### config.mk
export PLATFORM = sky130hd
export DESIGN_NAME = charge_seq
export DESIGN_NICKNAME = d
export VERILOG_FILES = /design/src/include/charge_seq_pkg.sv /design/src/hw/charge_seq.sv
export SDC_FILE = /design/constraint.sdc
export NUM_CORES = 1
export LEC_CHECK = 0
export BUFFER_PORTS_ARGS = -buffer_cell sky130_fd_sc_hd__buf_2
export CELL_PAD_IN_SITES_DETAIL_PLACEMENT = 0
export CELL_PAD_IN_SITES_GLOBAL_PLACEMENT = 2
export CORE_ASPECT_RATIO = 1.1
export CORE_MARGIN = 4
export CORE_UTILIZATION = 30
export DETAILED_ROUTE_END_ITERATION = 16
export PLACE_DENSITY = 0.77
export SYNTH_ARGS = -nofsm -noshare
export SYNTH_HDL_FRONTEND = slang
export SYNTH_SLANG_ARGS = --single-unit
### constraint.sdc
create_clock -name REF_CLK -period 2.3 [get_ports REF_CLK]
set_input_delay 0.23 -clock REF_CLK [delete_from_list [all_inputs] [get_ports REF_CLK]]
set_output_delay 0.23 -clock REF_CLK [all_outputs]
set_load 0.01 [all_outputs]
### src/include/charge_seq_pkg.sv
// Constants, register map and state codes for the charge sequencer
package charge_seq_pkg;

  // ==========================================================
  // Clock and filter timing
  localparam int unsigned CLK_PERIOD_NS      = 10;
  localparam int unsigned TERM_FILTER_NS     = 1000000;
  localparam int unsigned RECHARGE_FILTER_NS = 150000;
  // Least times: round up to whole cycles
  localparam int unsigned TERM_FILTER_CYCLES =
    (TERM_FILTER_NS + CLK_PERIOD_NS - 1) / CLK_PERIOD_NS;
  localparam int unsigned RECHARGE_FILTER_CYCLES =
    (RECHARGE_FILTER_NS + CLK_PERIOD_NS - 1) / CLK_PERIOD_NS;

  // ==========================================================
  // Register map (byte addresses)
  localparam logic [7:0] CTRL_ADDR   = 8'h00;
  localparam logic [7:0] STATUS_ADDR = 8'h04;
  localparam logic [7:0] CYCLES_ADDR = 8'h08;
  localparam int unsigned ADDR_BITS  = 8;

  // CTRL fields
  localparam int unsigned CTRL_ENABLE_BIT = 0;
  localparam logic        CTRL_ENABLE_RST = 1'b1;

  // STATUS fields
  localparam int unsigned STAT_STATE_LSB    = 0;
  localparam int unsigned STAT_READY_BIT    = 8;
  localparam int unsigned STAT_LOCKOUT_BIT  = 9;
  localparam int unsigned STAT_THERMAL_BIT  = 10;
  localparam int unsigned STAT_RECHARGE_BIT = 11;
  localparam int unsigned STAT_LEVEL_LSB    = 12;

  // ==========================================================
  // Commanded current levels
  localparam logic [1:0] LEVEL_OFF   = 2'h0;
  localparam logic [1:0] LEVEL_TENTH = 2'h1;
  localparam logic [1:0] LEVEL_FULL  = 2'h2;

  // Comparator input vector positions
  localparam int unsigned CMP_SUPPLY_RISE  = 0;
  localparam int unsigned CMP_SUPPLY_FALL  = 1;
  localparam int unsigned CMP_MARGIN_HIGH  = 2;
  localparam int unsigned CMP_MARGIN_LOW   = 3;
  localparam int unsigned CMP_ABOVE_TRICK  = 4;
  localparam int unsigned CMP_NEAR_FLOAT   = 5;
  localparam int unsigned CMP_PROG_LOW     = 6;
  localparam int unsigned CMP_PROG_FLOAT   = 7;
  localparam int unsigned CMP_BELOW_RECHG  = 8;
  localparam int unsigned CMP_DIE_HOT      = 9;
  localparam int unsigned CMP_BATT_PRESENT = 10;
  localparam int unsigned CMP_COUNT        = 11;

  // ==========================================================
  // Sequencer states, one-hot
  typedef enum logic [5:0] {
    ST_SHUTDOWN = 6'h01,
    ST_LOCKOUT  = 6'h02,
    ST_TRICKLE  = 6'h04,
    ST_CC       = 6'h08,
    ST_CV       = 6'h10,
    ST_STANDBY  = 6'h20
  } seq_state_type;

endpackage

### src/hw/charge_seq.sv
// Two-cell linear charger sequencer with AHB-Lite register access
//
// How it works
// - Cycle starts on supply ok with resistor/battery
// - Battery under 5.8V selects trickle charge
// - Trickle commands one tenth of current
// - Above 5.8V moves trickle to constant current
// - Near 8.4V float enters constant voltage
// - Program pin low over 1ms terminates
// - Termination latches current off, enters standby
// - No termination in trickle or thermal limit
// - Standby ignores program pin below 2.15V
// - Battery below 8.1V for 150us recharges
// - Status strong pull-down during charge cycle
// - Status weak pull-down when ready
// - Status high impedance during supply lockout
// - Lockout holds shutdown, 150mV hysteresis
// - Enter at 30mV margin, leave at 60mV
// - Floating program pin forces shutdown, reconnect restarts
// - Manual shutdown status follows lockout state
// - Recharge cycle shows strong pull-down
// - Die over 125C flags thermal, current level unchanged
`timescale 1ns/100ps

module charge_seq
  import charge_seq_pkg::*;
#(
  parameter int unsigned TERM_CYCLES     = TERM_FILTER_CYCLES,
  parameter int unsigned RECHARGE_CYCLES = RECHARGE_FILTER_CYCLES
)
(
  // Clock and reset
  input  wire logic        REF_CLK,
  input  wire logic        SYS_RST,
  // AHB-Lite slave
  input  wire logic        HSEL,
  input  wire logic [31:0] HADDR,
  input  wire logic [1:0]  HTRANS,
  input  wire logic        HWRITE,
  input  wire logic [2:0]  HSIZE,
  input  wire logic [31:0] HWDATA,
  input  wire logic        HREADY,
  output logic             HREADYOUT,
  output logic [31:0]      HRDATA,
  output logic             HRESP,
  // Comparator results (asynchronous)
  input  wire logic        SUPPLY_ABOVE_RISE,
  input  wire logic        SUPPLY_ABOVE_FALL,
  input  wire logic        MARGIN_ABOVE_HIGH,
  input  wire logic        MARGIN_ABOVE_LOW,
  input  wire logic        BATT_ABOVE_TRICKLE,
  input  wire logic        BATT_NEAR_FLOAT,
  input  wire logic        PROG_BELOW_TERM,
  input  wire logic        PROG_FLOATING,
  input  wire logic        BATT_BELOW_RECHARGE,
  input  wire logic        DIE_HOT,
  input  wire logic        BATT_PRESENT,
  // Charge control outputs
  output logic             CHARGE_ON,
  output logic [1:0]       CURRENT_LEVEL,
  output logic             VOLTAGE_MODE,
  output logic             THERMAL_LIMIT,
  // Charge status pin: drive low, weak or released
  output logic             CHARGE_STATUS_OUT,
  output logic             CHARGE_STATUS_OE_N,
  output logic             CHARGE_STATUS_WEAK
);

  localparam int unsigned TERM_W  = $clog2(TERM_CYCLES + 1);
  localparam int unsigned RECH_W  = $clog2(RECHARGE_CYCLES + 1);
  localparam logic [TERM_W-1:0] TERM_LAST =
    TERM_W'(TERM_CYCLES - 1);
  localparam logic [RECH_W-1:0] RECH_LAST =
    RECH_W'(RECHARGE_CYCLES - 1);

  // ==========================================================
  // Input synchronisers
  logic [CMP_COUNT-1:0] cmp_raw;
  logic [CMP_COUNT-1:0] cmp_meta_q;
  logic [CMP_COUNT-1:0] cmp_q;
  logic                 batt_seen_q;

  assign cmp_raw = {BATT_PRESENT, DIE_HOT, BATT_BELOW_RECHARGE,
                    PROG_FLOATING, PROG_BELOW_TERM, BATT_NEAR_FLOAT,
                    BATT_ABOVE_TRICKLE, MARGIN_ABOVE_LOW,
                    MARGIN_ABOVE_HIGH, SUPPLY_ABOVE_FALL,
                    SUPPLY_ABOVE_RISE};

  always_ff @(posedge REF_CLK)
  begin
    if (SYS_RST)
    begin
      cmp_meta_q <= '0;
      cmp_q      <= '0;
    end
    else
    begin
      cmp_meta_q <= cmp_raw;
      cmp_q      <= cmp_meta_q;
    end
  end

  always_ff @(posedge REF_CLK)
  begin
    if (SYS_RST)
      batt_seen_q <= 1'b0;
    else
      batt_seen_q <= cmp_q[CMP_BATT_PRESENT];
  end

  logic batt_attach;
  logic prog_float;
  logic die_hot;

  assign batt_attach = cmp_q[CMP_BATT_PRESENT] & ~batt_seen_q;
  assign prog_float  = cmp_q[CMP_PROG_FLOAT];
  assign die_hot     = cmp_q[CMP_DIE_HOT];

  // ==========================================================
  // Supply lockout with hysteresis
  logic supply_ok_q;
  logic margin_ok_q;
  logic lockout;

  // Set above rising threshold, clear only below the lower one
  always_ff @(posedge REF_CLK)
  begin
    if (SYS_RST)
      supply_ok_q <= 1'b0;
    else if (cmp_q[CMP_SUPPLY_RISE])
      supply_ok_q <= 1'b1;
    else if (!cmp_q[CMP_SUPPLY_FALL])
      supply_ok_q <= 1'b0;
  end

  always_ff @(posedge REF_CLK)
  begin
    if (SYS_RST)
      margin_ok_q <= 1'b0;
    else if (cmp_q[CMP_MARGIN_HIGH])
      margin_ok_q <= 1'b1;
    else if (!cmp_q[CMP_MARGIN_LOW])
      margin_ok_q <= 1'b0;
  end

  assign lockout = ~(supply_ok_q & margin_ok_q);

  // ==========================================================
  // Register file
  logic        enable_q;
  logic [31:0] cycles_q;
  logic        wr_pend_q;
  logic [7:0]  wr_addr_q;
  logic        addr_phase;

  assign addr_phase = HSEL & HTRANS[1] & HREADY;

  always_ff @(posedge REF_CLK)
  begin
    if (SYS_RST)
    begin
      wr_pend_q <= 1'b0;
      wr_addr_q <= 8'h00;
    end
    else if (HREADY)
    begin
      wr_pend_q <= addr_phase & HWRITE;
      wr_addr_q <= HADDR[ADDR_BITS-1:0];
    end
  end

  always_ff @(posedge REF_CLK)
  begin
    if (SYS_RST)
      enable_q <= CTRL_ENABLE_RST;
    else if (wr_pend_q && wr_addr_q == CTRL_ADDR)
      enable_q <= HWDATA[CTRL_ENABLE_BIT];
  end

  // ==========================================================
  // Sequencer
  seq_state_type     state_q;
  seq_state_type     state_d;
  logic              recharge_q;
  logic [TERM_W-1:0] term_cnt_q;
  logic [RECH_W-1:0] rech_cnt_q;
  logic              term_check;
  logic              term_done;
  logic              rech_done;
  logic              start_ok;
  logic              charging;

  assign charging = (state_q == ST_TRICKLE) | (state_q == ST_CC) |
                    (state_q == ST_CV);

  // Filter runs only in constant voltage and without thermal limit
  assign term_check = (state_q == ST_CV) & ~die_hot &
                      cmp_q[CMP_PROG_LOW];
  assign term_done  = term_check & (term_cnt_q == TERM_LAST);

  always_ff @(posedge REF_CLK)
  begin
    if (SYS_RST)
      term_cnt_q <= '0;
    else if (!term_check)
      term_cnt_q <= '0;
    else if (!term_done)
      term_cnt_q <= term_cnt_q + 1'b1;
  end

  assign rech_done = (state_q == ST_STANDBY) &
                     cmp_q[CMP_BELOW_RECHG] &
                     (rech_cnt_q == RECH_LAST);

  always_ff @(posedge REF_CLK)
  begin
    if (SYS_RST)
      rech_cnt_q <= '0;
    else if (state_q != ST_STANDBY || !cmp_q[CMP_BELOW_RECHG])
      rech_cnt_q <= '0;
    else if (!rech_done)
      rech_cnt_q <= rech_cnt_q + 1'b1;
  end

  assign start_ok = ~prog_float & ~lockout & enable_q;

  always_comb
  begin
    state_d = state_q;
    case (state_q)
      ST_SHUTDOWN:
        if (lockout)
          state_d = ST_LOCKOUT;
        else if (start_ok)
          state_d = cmp_q[CMP_ABOVE_TRICK] ? ST_CC : ST_TRICKLE;
      ST_LOCKOUT:
        if (start_ok)
          state_d = cmp_q[CMP_ABOVE_TRICK] ? ST_CC : ST_TRICKLE;
        else if (!lockout)
          state_d = ST_SHUTDOWN;
      ST_TRICKLE:
        if (cmp_q[CMP_ABOVE_TRICK])
          state_d = ST_CC;
      ST_CC:
        if (cmp_q[CMP_NEAR_FLOAT])
          state_d = ST_CV;
      ST_CV:
        if (term_done)
          state_d = ST_STANDBY;
      ST_STANDBY:
        // Program pin below shutdown threshold has no effect here
        if (rech_done || batt_attach)
          state_d = cmp_q[CMP_ABOVE_TRICK] ? ST_CC : ST_TRICKLE;
      default:
        state_d = ST_SHUTDOWN;
    endcase
    // Lockout and manual shutdown take priority from any state
    if (lockout && state_q != ST_LOCKOUT)
      state_d = ST_LOCKOUT;
    else if (!lockout && (prog_float || !enable_q))
      state_d = ST_SHUTDOWN;
  end

  always_ff @(posedge REF_CLK)
  begin
    if (SYS_RST)
      state_q <= ST_SHUTDOWN;
    else
      state_q <= state_d;
  end

  // Marks a cycle entered from standby by the recharge filter
  always_ff @(posedge REF_CLK)
  begin
    if (SYS_RST)
      recharge_q <= 1'b0;
    else if (state_q == ST_STANDBY && state_d != ST_STANDBY)
      recharge_q <= rech_done & (state_d != ST_LOCKOUT) &
                    (state_d != ST_SHUTDOWN);
    else if (state_q != ST_STANDBY && !charging)
      recharge_q <= 1'b0;
  end

  always_ff @(posedge REF_CLK)
  begin
    if (SYS_RST)
      cycles_q <= 32'h0000_0000;
    else if (!charging && (state_d == ST_TRICKLE || state_d == ST_CC))
      cycles_q <= cycles_q + 32'h0000_0001;
  end

  // ==========================================================
  // Charge control and status pin
  always_ff @(posedge REF_CLK)
  begin
    if (SYS_RST)
    begin
      CHARGE_ON     <= 1'b0;
      CURRENT_LEVEL <= LEVEL_OFF;
      VOLTAGE_MODE  <= 1'b0;
      THERMAL_LIMIT <= 1'b0;
    end
    else
    begin
      CHARGE_ON     <= charging;
      VOLTAGE_MODE  <= (state_q == ST_CV);
      THERMAL_LIMIT <= charging & die_hot;
      if (state_q == ST_TRICKLE)
        CURRENT_LEVEL <= LEVEL_TENTH;
      else if (charging)
        CURRENT_LEVEL <= LEVEL_FULL;
      else
        CURRENT_LEVEL <= LEVEL_OFF;
    end
  end

  // Pin starts released; pull-down only once lockout is evaluated
  always_ff @(posedge REF_CLK)
  begin
    if (SYS_RST)
    begin
      CHARGE_STATUS_OUT  <= 1'b0;
      CHARGE_STATUS_OE_N <= 1'b1;
      CHARGE_STATUS_WEAK <= 1'b0;
    end
    else if (charging)
    begin
      CHARGE_STATUS_OE_N <= 1'b0;
      CHARGE_STATUS_WEAK <= 1'b0;
    end
    else if (lockout)
    begin
      CHARGE_STATUS_OE_N <= 1'b1;
      CHARGE_STATUS_WEAK <= 1'b0;
    end
    else
    begin
      CHARGE_STATUS_OE_N <= 1'b0;
      CHARGE_STATUS_WEAK <= 1'b1;
    end
  end

  // ==========================================================
  // AHB read path, data captured at the address phase
  logic [31:0] status_word;

  always_comb
  begin
    status_word = 32'h0000_0000;
    status_word[STAT_STATE_LSB +: 6] = state_q;
    status_word[STAT_READY_BIT]      = ~lockout & ~charging;
    status_word[STAT_LOCKOUT_BIT]    = lockout;
    status_word[STAT_THERMAL_BIT]    = THERMAL_LIMIT;
    status_word[STAT_RECHARGE_BIT]   = recharge_q;
    status_word[STAT_LEVEL_LSB +: 2] = CURRENT_LEVEL;
  end

  always_ff @(posedge REF_CLK)
  begin
    if (SYS_RST)
      HRDATA <= 32'h0000_0000;
    else if (addr_phase && !HWRITE)
      case (HADDR[ADDR_BITS-1:0])
        CTRL_ADDR:   HRDATA <= {31'h0000_0000, enable_q};
        STATUS_ADDR: HRDATA <= status_word;
        CYCLES_ADDR: HRDATA <= cycles_q;
        default:     HRDATA <= 32'h0000_0000;
      endcase
  end

  // Zero wait states, always OKAY
  assign HREADYOUT = 1'b1;
  assign HRESP     = 1'b0;

endmodule

==> run summary, run 1 <==
Leak Pwr: 0.003077 uW
Crit-path slowest cell: or4b_4
Die Area: 23630 um2
Worst path top cell family by delay: simple AND/OR/NAND/NOR gates
number of synthesized flops with an enable pin: 0
clock buffer depth: 2
Pins Over Slew Limit: 0
Register Area: 2897 um2
CTS tree: done
final net count: 914
Top Metal Used: met4
Starting Density: 30.75%
core area: 20710 um2
fin cells: 1124
ys flop type: dfxtp_1
area grow syn2layout: 31.20%
Synth Register Bits: 144
Synth top area share: 45.27%
DP Cell Count: 1078
H-tree depth: 4
Layout Utilization: 40.34%
fin crit share: 101.5%
Min-Delay Path Class: input pin to register
Root Driver: clkbuf_16
number of port buffers: 64
Routed Antenna Nets: 0
CP Launch Type: register
Max Cap Viol: 0
post-synth top area cell: dfxtp_1
global route total overflow: 0
worst path arrival time: 2.63 ns
wl on met1: 7.508 mm
wire length per cell: 15.00 um
Max stage delay on crit path: 0.54 ns
Mean Syn Cell Area: 9.098 um2
Post-Syn Area: 6369 um2
Post-synth ARST share: 0%
vias in the first global route: 5581
post-synthesis instance total: 700
crit-path max FO: 8
Slew @ Worst Pin: 0.5535 ns
Chip Height: 160.8 um
Die Wd: 146.9 um
peak supply drop: 0.5149 mV
routed length on met3: 592 um
synth top area cells: dfxtp_1 (45%), nor2_1 (5.0%), a21oi_1 (4.2%)
layout cells sized above 1: 29.80%
RSZ-0062 raised after global routing: true
detailed router's first-iteration violation count: 296
final setup vio count: 7
post-synthesis sequential area ratio: 45.27%
CTS sink count: 144
Hold Violations, Final: 0
DP HPWL: 11.59 mm
Final min period: 2.334 ns
worst path buffer plus inverter count: 2
vias per cell: 4.953
initial antenna violation count: 0
CP Cell Sequence: or4b_4, nor3_4, a221oi_4, o211a_4, bufbuf_16, buf_4, o31ai_2, a21oi_1
Filler cells: 2054
area used by multi-input combinational logic: 3406 um2
PwrDens: 653.4 nW/um2
via count: 5567
WP data required: 2.59 ns
GPL Wtd Cong: 0.7771
hold slack final: 0.02051 ns
IO Count: 127
Syn. warnings: 0
Tot GR Track Use: 14.48%
f_max: 0.4285 GHz
met2 routed WL: 8.421 mm
Reg clk slew, reported paths: 0.06 ns
relative slew slack: 63.10%
Crit Path Class: register to register
post-synth cell types: 68
TritonCTS Buffers: 17
status: finished with violations
WL final: 16.86 mm
Worst Setup End Kind: register
setup ws final: -0.03365 ns
n_diodes: 0
Pwr Total: 5460 uW
largest net degree at the start of global routing: 53
worst skew pair latency: 0.42 ns
Residual DRC: 0
failing checks: negative setup slack
Row Count: 55
Post-CTS Hold Fix Bufs: 0
first-pass GRT wire length: 28.18 mm
Pre-Repair DR Iteration Count: 4
Max Clock Skew: 0.009153 ns
## cell usage in the layout, fill, tap and decap left out, types with 4 or more instances in the layout
cell	instances
dfxtp_1	137
nor2_1	84
buf_4	77
buf_2	63
nand3_1	45
nand2_1	44
a21oi_1	44
nor2b_1	32
nand4_1	19
o31ai_1	18
xor2_1	17
or4_1	17
clkbuf_16	17
xnor2_1	14
mux2i_1	11
inv_1	10
a22oi_1	10
a2bb2oi_1	10
a21oi_2	10
buf_6	8
nor4_1	7
or4_4	7
nor3_1	6
and3_1	6
mux2_1	6
dfxtp_2	5
nor3b_1	4
o21ai_0	4
nand3b_1	4
nor4_2	4
nor4b_1	4
nand2b_1	4
clkinvlp_4	4
clkinv_4	4
## state kept, by name, indices dropped and copies added, names as in the netlist, 2 cells and up
register and flops:
rech_cnt_q 14, HRDATA 32, state_q 6, CURRENT_LEVEL 2
wr_addr_q 8, cycles_q 32, cmp_meta_q 11, term_cnt_q 17
cmp_q 11
## repair_timing
action,CTS,global route
setup endpoints to repair,28,31
pin swaps,15,31
gates cloned,3,0
gates resized for setup,18,43
buffers inserted,6,5
hold endpoints to repair,0,0
## layer usage
layer | global-route usage (%) | up-vias
met5 | 0 | -
met4 | 5.042 | 0
met3 | 3.104 | 25
met2 | 24.98 | 88
met1 | 17.86 | 2698
li1 | - | 2756
## Yosys cell counts (3+ instances only)
cell type  instances
or4_1             23
nand2_1           44
nand3_1           45
a22oi_1           10
or2_2              3
xnor2_1           15
nor2b_1           32
mux2i_1           11
nor3_1             7
mux2_1             7
o31ai_1           21
clkbuf_1          27
nor4_1            10
a21oi_1           54
and3_1             6
a2bb2oi_1         10
nand2b_1           5
nor4b_1            6
clkbuf_8           3
buf_6              7
o21ai_0            4
nand4b_1           3
nor3b_1            4
nand4_1           19
ha_1               3
nor2_1            85
dfxtp_1          144
buf_4              4
and4_1             3
xor2_1            17
nand3b_1           4
o21ai_1            3
buf_1              3
and4b_1            3
inv_1             10
## where the power goes
part | switching [uW] | internal [uW] | total [uW]
clock network | 1100 | 1620 | 2730
logic | 112 | 82.1 | 194
registers | 15.5 | 2520 | 2540
## metrics by stage
stage | setup slack, ns | setup TNS, ns | cell area [um2]
3_5_place_dp | -0.1416 | -2.302 | 7362
2_1_floorplan | 0.01596 | 0 | 6372
3_3_place_gp | -0.08156 | -1.459 | 7362
4_1_cts | -0.02175 | -0.05984 | 8120
6_report | -0.03365 | -0.09763 | 8356
5_1_grt | -0.1035 | -1.195 | 8356
## kinds of logic (layout without fill, tap and decap cells)
family | count (synthesis) | after routing | share of synthesized area, %
AND/OR/NAND/NOR | 320 | 320 | 27.94
flip-flops | 144 | 144 | 45.27
AO/OA/AOI/OAI | 123 | 125 | 13.38
buffers and inverters | 58 | 194 | 5.344
XOR/XNOR | 32 | 32 | 4.401
multiplexers | 18 | 18 | 2.967
adder cells (fa/ha/maj) | 3 | 3 | 0.5895
other | 2 | 3 | 0.1179
## final timing paths
| path | from | to | slack, ns | cells after the start |
|---|---|---|---|---|
| worst max-delay path | state_q[3] | cycles_q[13] | -0.03 | 8 |
| worst min-delay path | DIE_HOT | cmp_meta_q[9] | 0.02 | 2 |
| worst max register to register | state_q[3] | cycles_q[13] | -0.03 | 8 |
| worst min register to register | cmp_q[0] | supply_ok_q | 0.44 | 2 |
## area by class of cell
type	count	share of cell area [%]
inverters	10	0.4492
flip-flops and latches	144	34.67
clock inverters	13	1.677
well taps	285	4.268
repair buffers	152	12.88
multi-input cells	501	40.76
clock buffers	19	5.301
No activity file was read; power rests on OpenSTA's default activity.
==> run 2, diff against run 1 <==
--- a/config.mk
+++ b/config.mk
@@ -5,14 +5,15 @@
 export SDC_FILE = /design/constraint.sdc
 export NUM_CORES = 1
 export LEC_CHECK = 0
+export ABC_AREA = 1
 export BUFFER_PORTS_ARGS = -buffer_cell sky130_fd_sc_hd__buf_2
 export CELL_PAD_IN_SITES_DETAIL_PLACEMENT = 0
 export CELL_PAD_IN_SITES_GLOBAL_PLACEMENT = 2
 export CORE_ASPECT_RATIO = 1.1
 export CORE_MARGIN = 4
-export CORE_UTILIZATION = 30
+export CORE_UTILIZATION = 28
 export DETAILED_ROUTE_END_ITERATION = 16
-export PLACE_DENSITY = 0.77
+export PLACE_DENSITY = 0.76
 export SYNTH_ARGS = -nofsm -noshare
 export SYNTH_HDL_FRONTEND = slang
 export SYNTH_SLANG_ARGS = --single-unit
==> run 2 against run 1 <==
  * The flow now finishes without violations
  * Worst setup slack improved by 0.22 ns
  * Synthesized cell count rose by 30%
  * Clock skew barely moved
  * Sequential share of layout area barely moved
  * Design area fell by 0.36%
  * Maximum frequency rose by 11%
  * Die area rose by 14%
  * Global-route usage fell by 1.1 points
  * Cell count rose by 17%
  * Utilization fell by 5.4 points
==> run summary, run 2 <==
fin cells: 1311 (was 1124)
IO Count: 127 (unchanged)
Chip Height: 171.7 um (was 160.8 um)
global route total overflow: 0 (unchanged)
Setup crit start: rech_cnt_q[1] (was state_q[3])
Synth top area share: 42.24% (was 45.27%)
Synth Register Bits: 144 (unchanged)
RSZ-0062 raised after global routing: false (was true)
vias in the first global route: 5611 (was 5581)
peak supply drop: 0.4145 mV (was 0.5149 mV)
Post-synth ARST share: 0% (unchanged)
Post-Syn Area: 6824 um2 (was 6369 um2)
Reg clk slew, reported paths: 0.06 ns (about the same)
Setup Total Neg Slack: 0 ns (was -0.09763 ns)
DP Cell Count: 1266 (was 1078)
CTS tree: done (unchanged)
WL final: 18.16 mm (was 16.86 mm)
f_max: 0.4737 GHz (was 0.4285 GHz)
H-tree depth: 4 (unchanged)
final setup vio count: 0 (was 7)
initial antenna violation count: 0 (unchanged)
first-pass GRT wire length: 28.84 mm (was 28.18 mm)
detailed router's first-iteration violation count: 306 (was 296)
Syn. warnings: 0 (unchanged)
hold slack final: 0.01595 ns (was 0.02051 ns)
post-synthesis instance total: 908 (was 700)
Row Count: 59 (was 55)
post-CTS setup buffers: 0 (was 6)
Slew @ Worst Pin: 0.5614 ns (was 0.5535 ns)
via count: 5941 (was 5567)
most frequent cells in the layout: nand2_1 (161), dfxtp_1 (143), nor2_1 (105) (was dfxtp_1 (137), nor2_1 (84), buf_4 (77))
n_diodes: 0 (unchanged)
CP Launch Type: register (unchanged)
Starting Density: 28.62% (was 30.75%)
post-synth top area cell: dfxtp_1 (unchanged)
vias per cell: 4.532 (was 4.953)
WP data required: 2.65 ns (was 2.59 ns)
number of synthesized flops with an enable pin: 0 (unchanged)
Max Cap Viol: 0 (unchanged)
Hold Violations, Final: 0 (unchanged)
most common cell after layout, fill and taps aside: nand2_1 (was dfxtp_1)
wire length per cell: 13.85 um (was 15.00 um)
GPL Wtd Cong: 0.8052 (was 0.7771)
Die Wd: 156.9 um (was 146.9 um)
Tot GR Track Use: 13.43% (was 14.48%)
Mean Syn Cell Area: 7.515 um2 (was 9.098 um2)
Routed Antenna Nets: 0 (unchanged)
R2R Setup Slk: 0.19 ns (was -0.03 ns)
post-synth cell types: 46 (was 68)
placed cell area: 7547 um2 (was 7362 um2)
Crit Path Class: register to register (unchanged)
Die Area: 26940 um2 (was 23630 um2)
status: finished clean (was finished with violations)
core area: 23840 um2 (was 20710 um2)
Final min period: 2.111 ns (was 2.334 ns)
Max Clock Skew: 0.009411 ns (was 0.009153 ns)
final net count: 1081 (was 914)
Worst R2R Start: rech_cnt_q[1] (was state_q[3])
worst hold start: SUPPLY_ABOVE_FALL (was DIE_HOT)
TritonCTS Buffers: 17 (unchanged)
most frequent cell after synthesis: nand2_1 (was dfxtp_1)
post-synthesis sequential area ratio: 42.24% (was 45.27%)
largest registers: HRDATA x32, cycles_q x32, term_cnt_q x17 (unchanged)
worst path arrival time: 2.46 ns (was 2.63 ns)
PwrDens: 642.3 nW/um2 (was 653.4 nW/um2)
Root Driver: clkbuf_16 (unchanged)
ys flop type: dfxtp_1 (unchanged)
Leak Pwr: 0.003197 uW (was 0.003077 uW)
fin crit share: 91.79% (was 101.5%)
Worst Setup End Kind: register (unchanged)
Pre-Repair DR Iteration Count: 5 (was 4)
DP HPWL: 13.06 mm (was 11.59 mm)
Min-Delay Path Class: input pin to register (unchanged)
clock buffer depth: 2 (unchanged)
largest net degree at the start of global routing: 101 (was 53)
number of port buffers: 64 (unchanged)
layout cells sized above 1: 21.77% (was 29.80%)
synth top area cells: dfxtp_1 (42%), nand2_1 (9.1%), nor2_1 (5.9%) (was dfxtp_1 (45%), nor2_1 (5.0%), a21oi_1 (4.2%))
Pins Over Slew Limit: 0 (unchanged)
fin area: 8325 um2 (was 8356 um2)
worst skew pair latency: 0.42 ns (about the same)
crit-path max FO: 8 (unchanged)
area grow syn2layout: 22.00% (was 31.20%)
CTS sink count: 144 (unchanged)
Commonest cells post-synth: nand2_1 (166), dfxtp_1 (144), nor2_1 (107) (was dfxtp_1 (144), nor2_1 (85), a21oi_1 (54))
Residual DRC: 0 (unchanged)
relative slew slack: 62.58% (was 63.10%)
[run 2: cell count changes in the layout (fill, tap and decap cells not counted), sizes merged, moves of 11 or more]
cell   before  now
o31ai      22    0
a21oi      55   93
buf       151   86
nor2       85  112
o21ai       8   31
inv        10  112
nand2      44  174
nand3      45   84
nor2b      32    0
nor3        8   31
or4        24    1
mux2i      11    0
[run 2: final timing paths]
path	to	depth (start not counted)
max	cycles_q[25]	14
min	cmp_meta_q[1]	3
max reg2reg	cycles_q[25]	14
min reg2reg	cmp_q[1]	2
[run 2: cell families (layout without fill, tap and decap cells)]
family                   count (synthesis)  after routing  synth area share (%)
AND/OR/NAND/NOR                        439            440                 31.06
flip-flops                             144            144                 42.24
buffers and inverters                  144            240                 8.947
AO/OA/AOI/OAI                          141            141                 12.60
XOR/XNOR                                35             35                 4.492
adder cells (fa/ha/maj)                  3              3                0.5501
other                                    2              3                0.1101
[run 2: through the flow]
stage | setup slack (ns) | power, uW | utilization, %
after global placement | 0.08852 | 2743 | 31.65
after detailed placement | 0.06724 | 2744 | 31.65
after floorplan | 0.4131 | 2689 | -
after global routing | 0.01781 | 5560 | 34.92
after CTS | 0.03984 | 5439 | 34.44
final | 0.1888 | 5347 | 34.92
[run 2: per-layer routing]
layer | track usage (%) | share of wire [%] | vias up
li1 | - | - | 3128
met1 | 16.56 | 45 | 2680
met2 | 23.17 | 50 | 104
met3 | 2.567 | 3.0 | 29
met4 | 5.132 | 2.1 | 0
met5 | 0 | 0 | -
[run 2: critical path, cell delays in order (launching register included)]
cell	delay (ns)
dfxtp_1	0.36
ha_2	0.22
inv_1	0.07
nor2_1	0.13
nand2_2	0.08
nor2_4	0.13
nand2_2	0.11
nand2_2	0.08
nand2_2	0.06
o21ai_2	0.12
nand2_2	0.12
nand2_8	0.17
clkbuf_16	0.19
nand3_2	0.06
a21oi_2	0.14
[run 2: repair_timing]
action / 4_1_cts / 5_1_grt
hold buffers: 10 / 0
hold endpoints to repair: 10 / 0
setup endpoints to repair: 0 / 32
resized for setup: 0 / 12
[run 2: final cells by class]
type,instances,area [um2]
fill,2543,15520
sequential,144,2884
multi-input combinational,622,3406
inverter,110,412.9
timing repair buffer,98,675.6
tap,305,381.6
clock inverter,12,108.9
clock buffer,20,456.7
[run 2: where the power goes]
part / leakage, uW / internal, uW / switching (uW) / total, uW
Sequential: 0.00117 / 2530 / 11.8 / 2540
Combinational: 0.00175 / 58.7 / 102 / 161
Clock: 0.000277 / 1550 / 1100 / 2650
Total: 0.00320 / 4130 / 1210 / 5350
==> run 3, diff against run 2 <==
--- a/config.mk
+++ b/config.mk
@@ -5,15 +5,15 @@
 export SDC_FILE = /design/constraint.sdc
 export NUM_CORES = 1
 export LEC_CHECK = 0
-export ABC_AREA = 1
+export ABC_AREA = 0
 export BUFFER_PORTS_ARGS = -buffer_cell sky130_fd_sc_hd__buf_2
 export CELL_PAD_IN_SITES_DETAIL_PLACEMENT = 0
 export CELL_PAD_IN_SITES_GLOBAL_PLACEMENT = 2
 export CORE_ASPECT_RATIO = 1.1
 export CORE_MARGIN = 4
-export CORE_UTILIZATION = 28
+export CORE_UTILIZATION = 30
 export DETAILED_ROUTE_END_ITERATION = 16
-export PLACE_DENSITY = 0.76
+export PLACE_DENSITY_LB_ADDON = 0.12
 export SYNTH_ARGS = -nofsm -noshare
 export SYNTH_HDL_FRONTEND = slang
 export SYNTH_SLANG_ARGS = --single-unit
==> run 3 against run 2 <==
  * The run now ends with negative setup slack left
  * Global-route usage grew 1.2 points
  * Maximum frequency shrank 9.3%
  * Sequential cell count is the same
  * Clock-buffer cell count shrank 2
  * Sequential share of layout area shrank 0.68 points
  * Worst setup slack lost 0.22 ns
  * Critical endpoint is now cycles_q[2]
  * Largest cell class unchanged
==> run summary, run 3 (synthesis results as in run 1) <==
Min-Delay Path Class: input pin to register (unchanged)
Sw Ratio: 23.27% (was 22.68%)
internal power component: 4144 uW (was 4135 uW)
setup ws final: -0.02673 ns (was 0.1888 ns)
DP HPWL: 11.78 mm (was 13.06 mm)
Pwr Total: 5400 uW (was 5347 uW)
Hold Violations, Final: 0 (unchanged)
vias in the first global route: 5509 (was 5611)
Crit Path Class: register to register (unchanged)
Seq pwr share: 47.0% (was 47.5%)
layout cells sized above 1: 31.53% (was 21.77%)
TritonCTS Buffers: 17 (unchanged)
Worst path top cell family by delay: simple AND/OR/NAND/NOR gates (unchanged)
final setup vio count: 10 (was 0)
RSZ-0062 raised after global routing: true (was false)
CP Launch Type: register (unchanged)
fin area: 8529 um2 (was 8325 um2)
detailed router's first-iteration violation count: 268 (was 306)
H-tree depth: 4 (unchanged)
Max Clock Skew: 0.01098 ns (was 0.009411 ns)
Starting Density: 30.75% (was 28.62%)
CTS tree: done (unchanged)
Crit-path slowest cell: or4b_4 (was dfxtp_1)
clock buffer depth: 2 (unchanged)
f_max: 0.4298 GHz (was 0.4737 GHz)
vias per cell: 4.893 (was 4.532)
Root Driver: clkbuf_16 (unchanged)
final net count: 925 (was 1081)
n_diodes: 0 (unchanged)
placed cell area: 7370 um2 (was 7547 um2)
area grow syn2layout: 33.93% (was 22.00%)
WP data required: 2.65 ns (about the same)
Residual DRC: 0 (unchanged)
clock share of power: 49.1% (was 49.5%)
largest registers: HRDATA x32, cycles_q x32, term_cnt_q x17 (unchanged)
most common cell after layout, fill and taps aside: dfxtp_1 (was nand2_1)
CP Cell Sequence: or4b_4, o31ai_4, o211a_4, o21ai_4, buf_6, buf_12, or4_4, a21oi_2 (was ha_2, inv_1, nor2_1, nand2_2, nor2_4, nand2_2, nand2_2, nand2_2, o21ai_2, nand2_2, nand2_8, clkbuf_16, nand3_2, a21oi_2)
core area: 20710 um2 (was 23840 um2)
WL final: 17.49 mm (was 18.16 mm)
via count: 5554 (was 5941)
CTS sink count: 144 (unchanged)
worst skew pair latency: 0.42 ns (about the same)
Final min period: 2.327 ns (was 2.111 ns)
number of port buffers: 64 (unchanged)
GPL Wtd Cong: 0.7413 (was 0.8052)
worst path arrival time: 2.68 ns (was 2.46 ns)
most frequent cells in the layout: dfxtp_1 (137), nor2_1 (82), buf_4 (78) (was nand2_1 (161), dfxtp_1 (143), nor2_1 (105))
Chip Height: 160.8 um (was 171.7 um)
Max Cap Viol: 0 (unchanged)
status: finished with violations (was finished clean)
initial antenna violation count: 0 (unchanged)
global route total overflow: 0 (unchanged)
wire length per cell: 15.41 um (was 13.85 um)
P_sw: 1257 uW (was 1213 uW)
Row Count: 55 (was 59)
Reg clk slew, reported paths: 0.06 ns (about the same)
Leak Pwr: 0.003135 uW (was 0.003197 uW)
PwrDens: 633.1 nW/um2 (was 642.3 nW/um2)
Pins Over Slew Limit: 0 (unchanged)
Pre-Repair DR Iteration Count: 4 (was 5)
combinational fraction of design power: 3.9% (was 3.0%)
Max stage delay on crit path: 0.56 ns (was 0.36 ns)
Die Wd: 146.9 um (was 156.9 um)
Tot GR Track Use: 14.64% (was 13.43%)
first-pass GRT wire length: 28.08 mm (was 28.84 mm)
Routed Antenna Nets: 0 (unchanged)
Die Area: 23630 um2 (was 26940 um2)
worst path buffer plus inverter count: 2 (unchanged)
peak supply drop: 0.4926 mV (was 0.4145 mV)
Worst Setup End Kind: register (unchanged)
IO Count: 127 (unchanged)
crit-path max FO: 9 (was 8)
fin crit share: 101.2% (was 91.79%)
largest net degree at the start of global routing: 47 (was 101)
failing checks: negative setup slack
==> run 3: cell types whose count changed in the layout (fill, tap and decap cells not counted), moves of 18 or more <==
cell,change
a21oi_1,-21
buf_4,+58
inv_1,-90
nand2_1,-117
nand3_2,-32
nor2_1,-23
nor2b_1,+32
nor3_1,-24
o21ai_0,-24
o31ai_1,+18
==> run 3: final timing paths <==
| kind | start | endpoint | slack [ns] | cells past startpoint |
|---|---|---|---|---|
| worst min-delay path | SUPPLY_ABOVE_RISE | cmp_meta_q[0] | 0.02 | 2 |
| worst max-delay path | state_q[5] | cycles_q[2] | -0.03 | 8 |
| worst max register to register | state_q[5] | cycles_q[2] | -0.03 | 8 |
| worst min register to register | cmp_q[4] | state_q[2] | 0.42 | 1 |
==> run 3: power groups by stage <==
| stage | Sequential, uW | Clock, uW | Combinational (uW) |
|---|---|---|---|
| finish | 2540 | 2650 | 210 |
| global route | 2540 | 2880 | 230 |
| CTS | 2540 | 2760 | 197 |
| detailed placement | 2590 | 0 | 183 |
| global placement | 2590 | 0 | 179 |
| floorplan | 2590 | 0 | 116 |
==> run 3: cell type report <==
class                      count  area (um2)
multi-input combinational    502        3496
timing repair buffer         162        1172
clock buffer                  18       439.2
sequential                   144        2897
clock inverter                14       131.4
fill                        2154       12180
inverter                      10       37.54
tap                          285       356.6
==> run 3: layer usage <==
layer / vias to the layer above / global-route usage (%) / wire, um
li1: 2782 / - / -
met1: 2679 / 17.84 / 7751
met2: 70 / 25.70 / 8956
met3: 23 / 3.019 / 497
met4: 0 / 4.915 / 288
met5: - / 0 / 0
==> run 3: metrics by stage <==
stage | std cells | hold slack [ns] | util, % | worst slack [ns] | setup TNS, ns
finish | 1135 | 0.01856 | 41.18 | -0.02673 | -0.1255
global placement | 1079 | 0.4139 | 35.58 | -0.1253 | -2.301
floorplan | 701 | 0.3140 | - | 0.01596 | 0
global route | 1135 | 0.01430 | 41.18 | -0.09744 | -1.639
CTS | 1125 | 0.001884 | 39.32 | -0.01208 | -0.03653
detailed placement | 1079 | 0.4145 | 35.58 | -0.1668 | -2.958
==> run 3: timing repair <==
action	in CTS	in global routing
cloned	2	2
endpoints found under the setup margin	30	34
hold buffers	4	0
resized for setup	19	63
pin swaps	9	36
endpoints found under the hold margin	4	0
buffers inserted	8	8
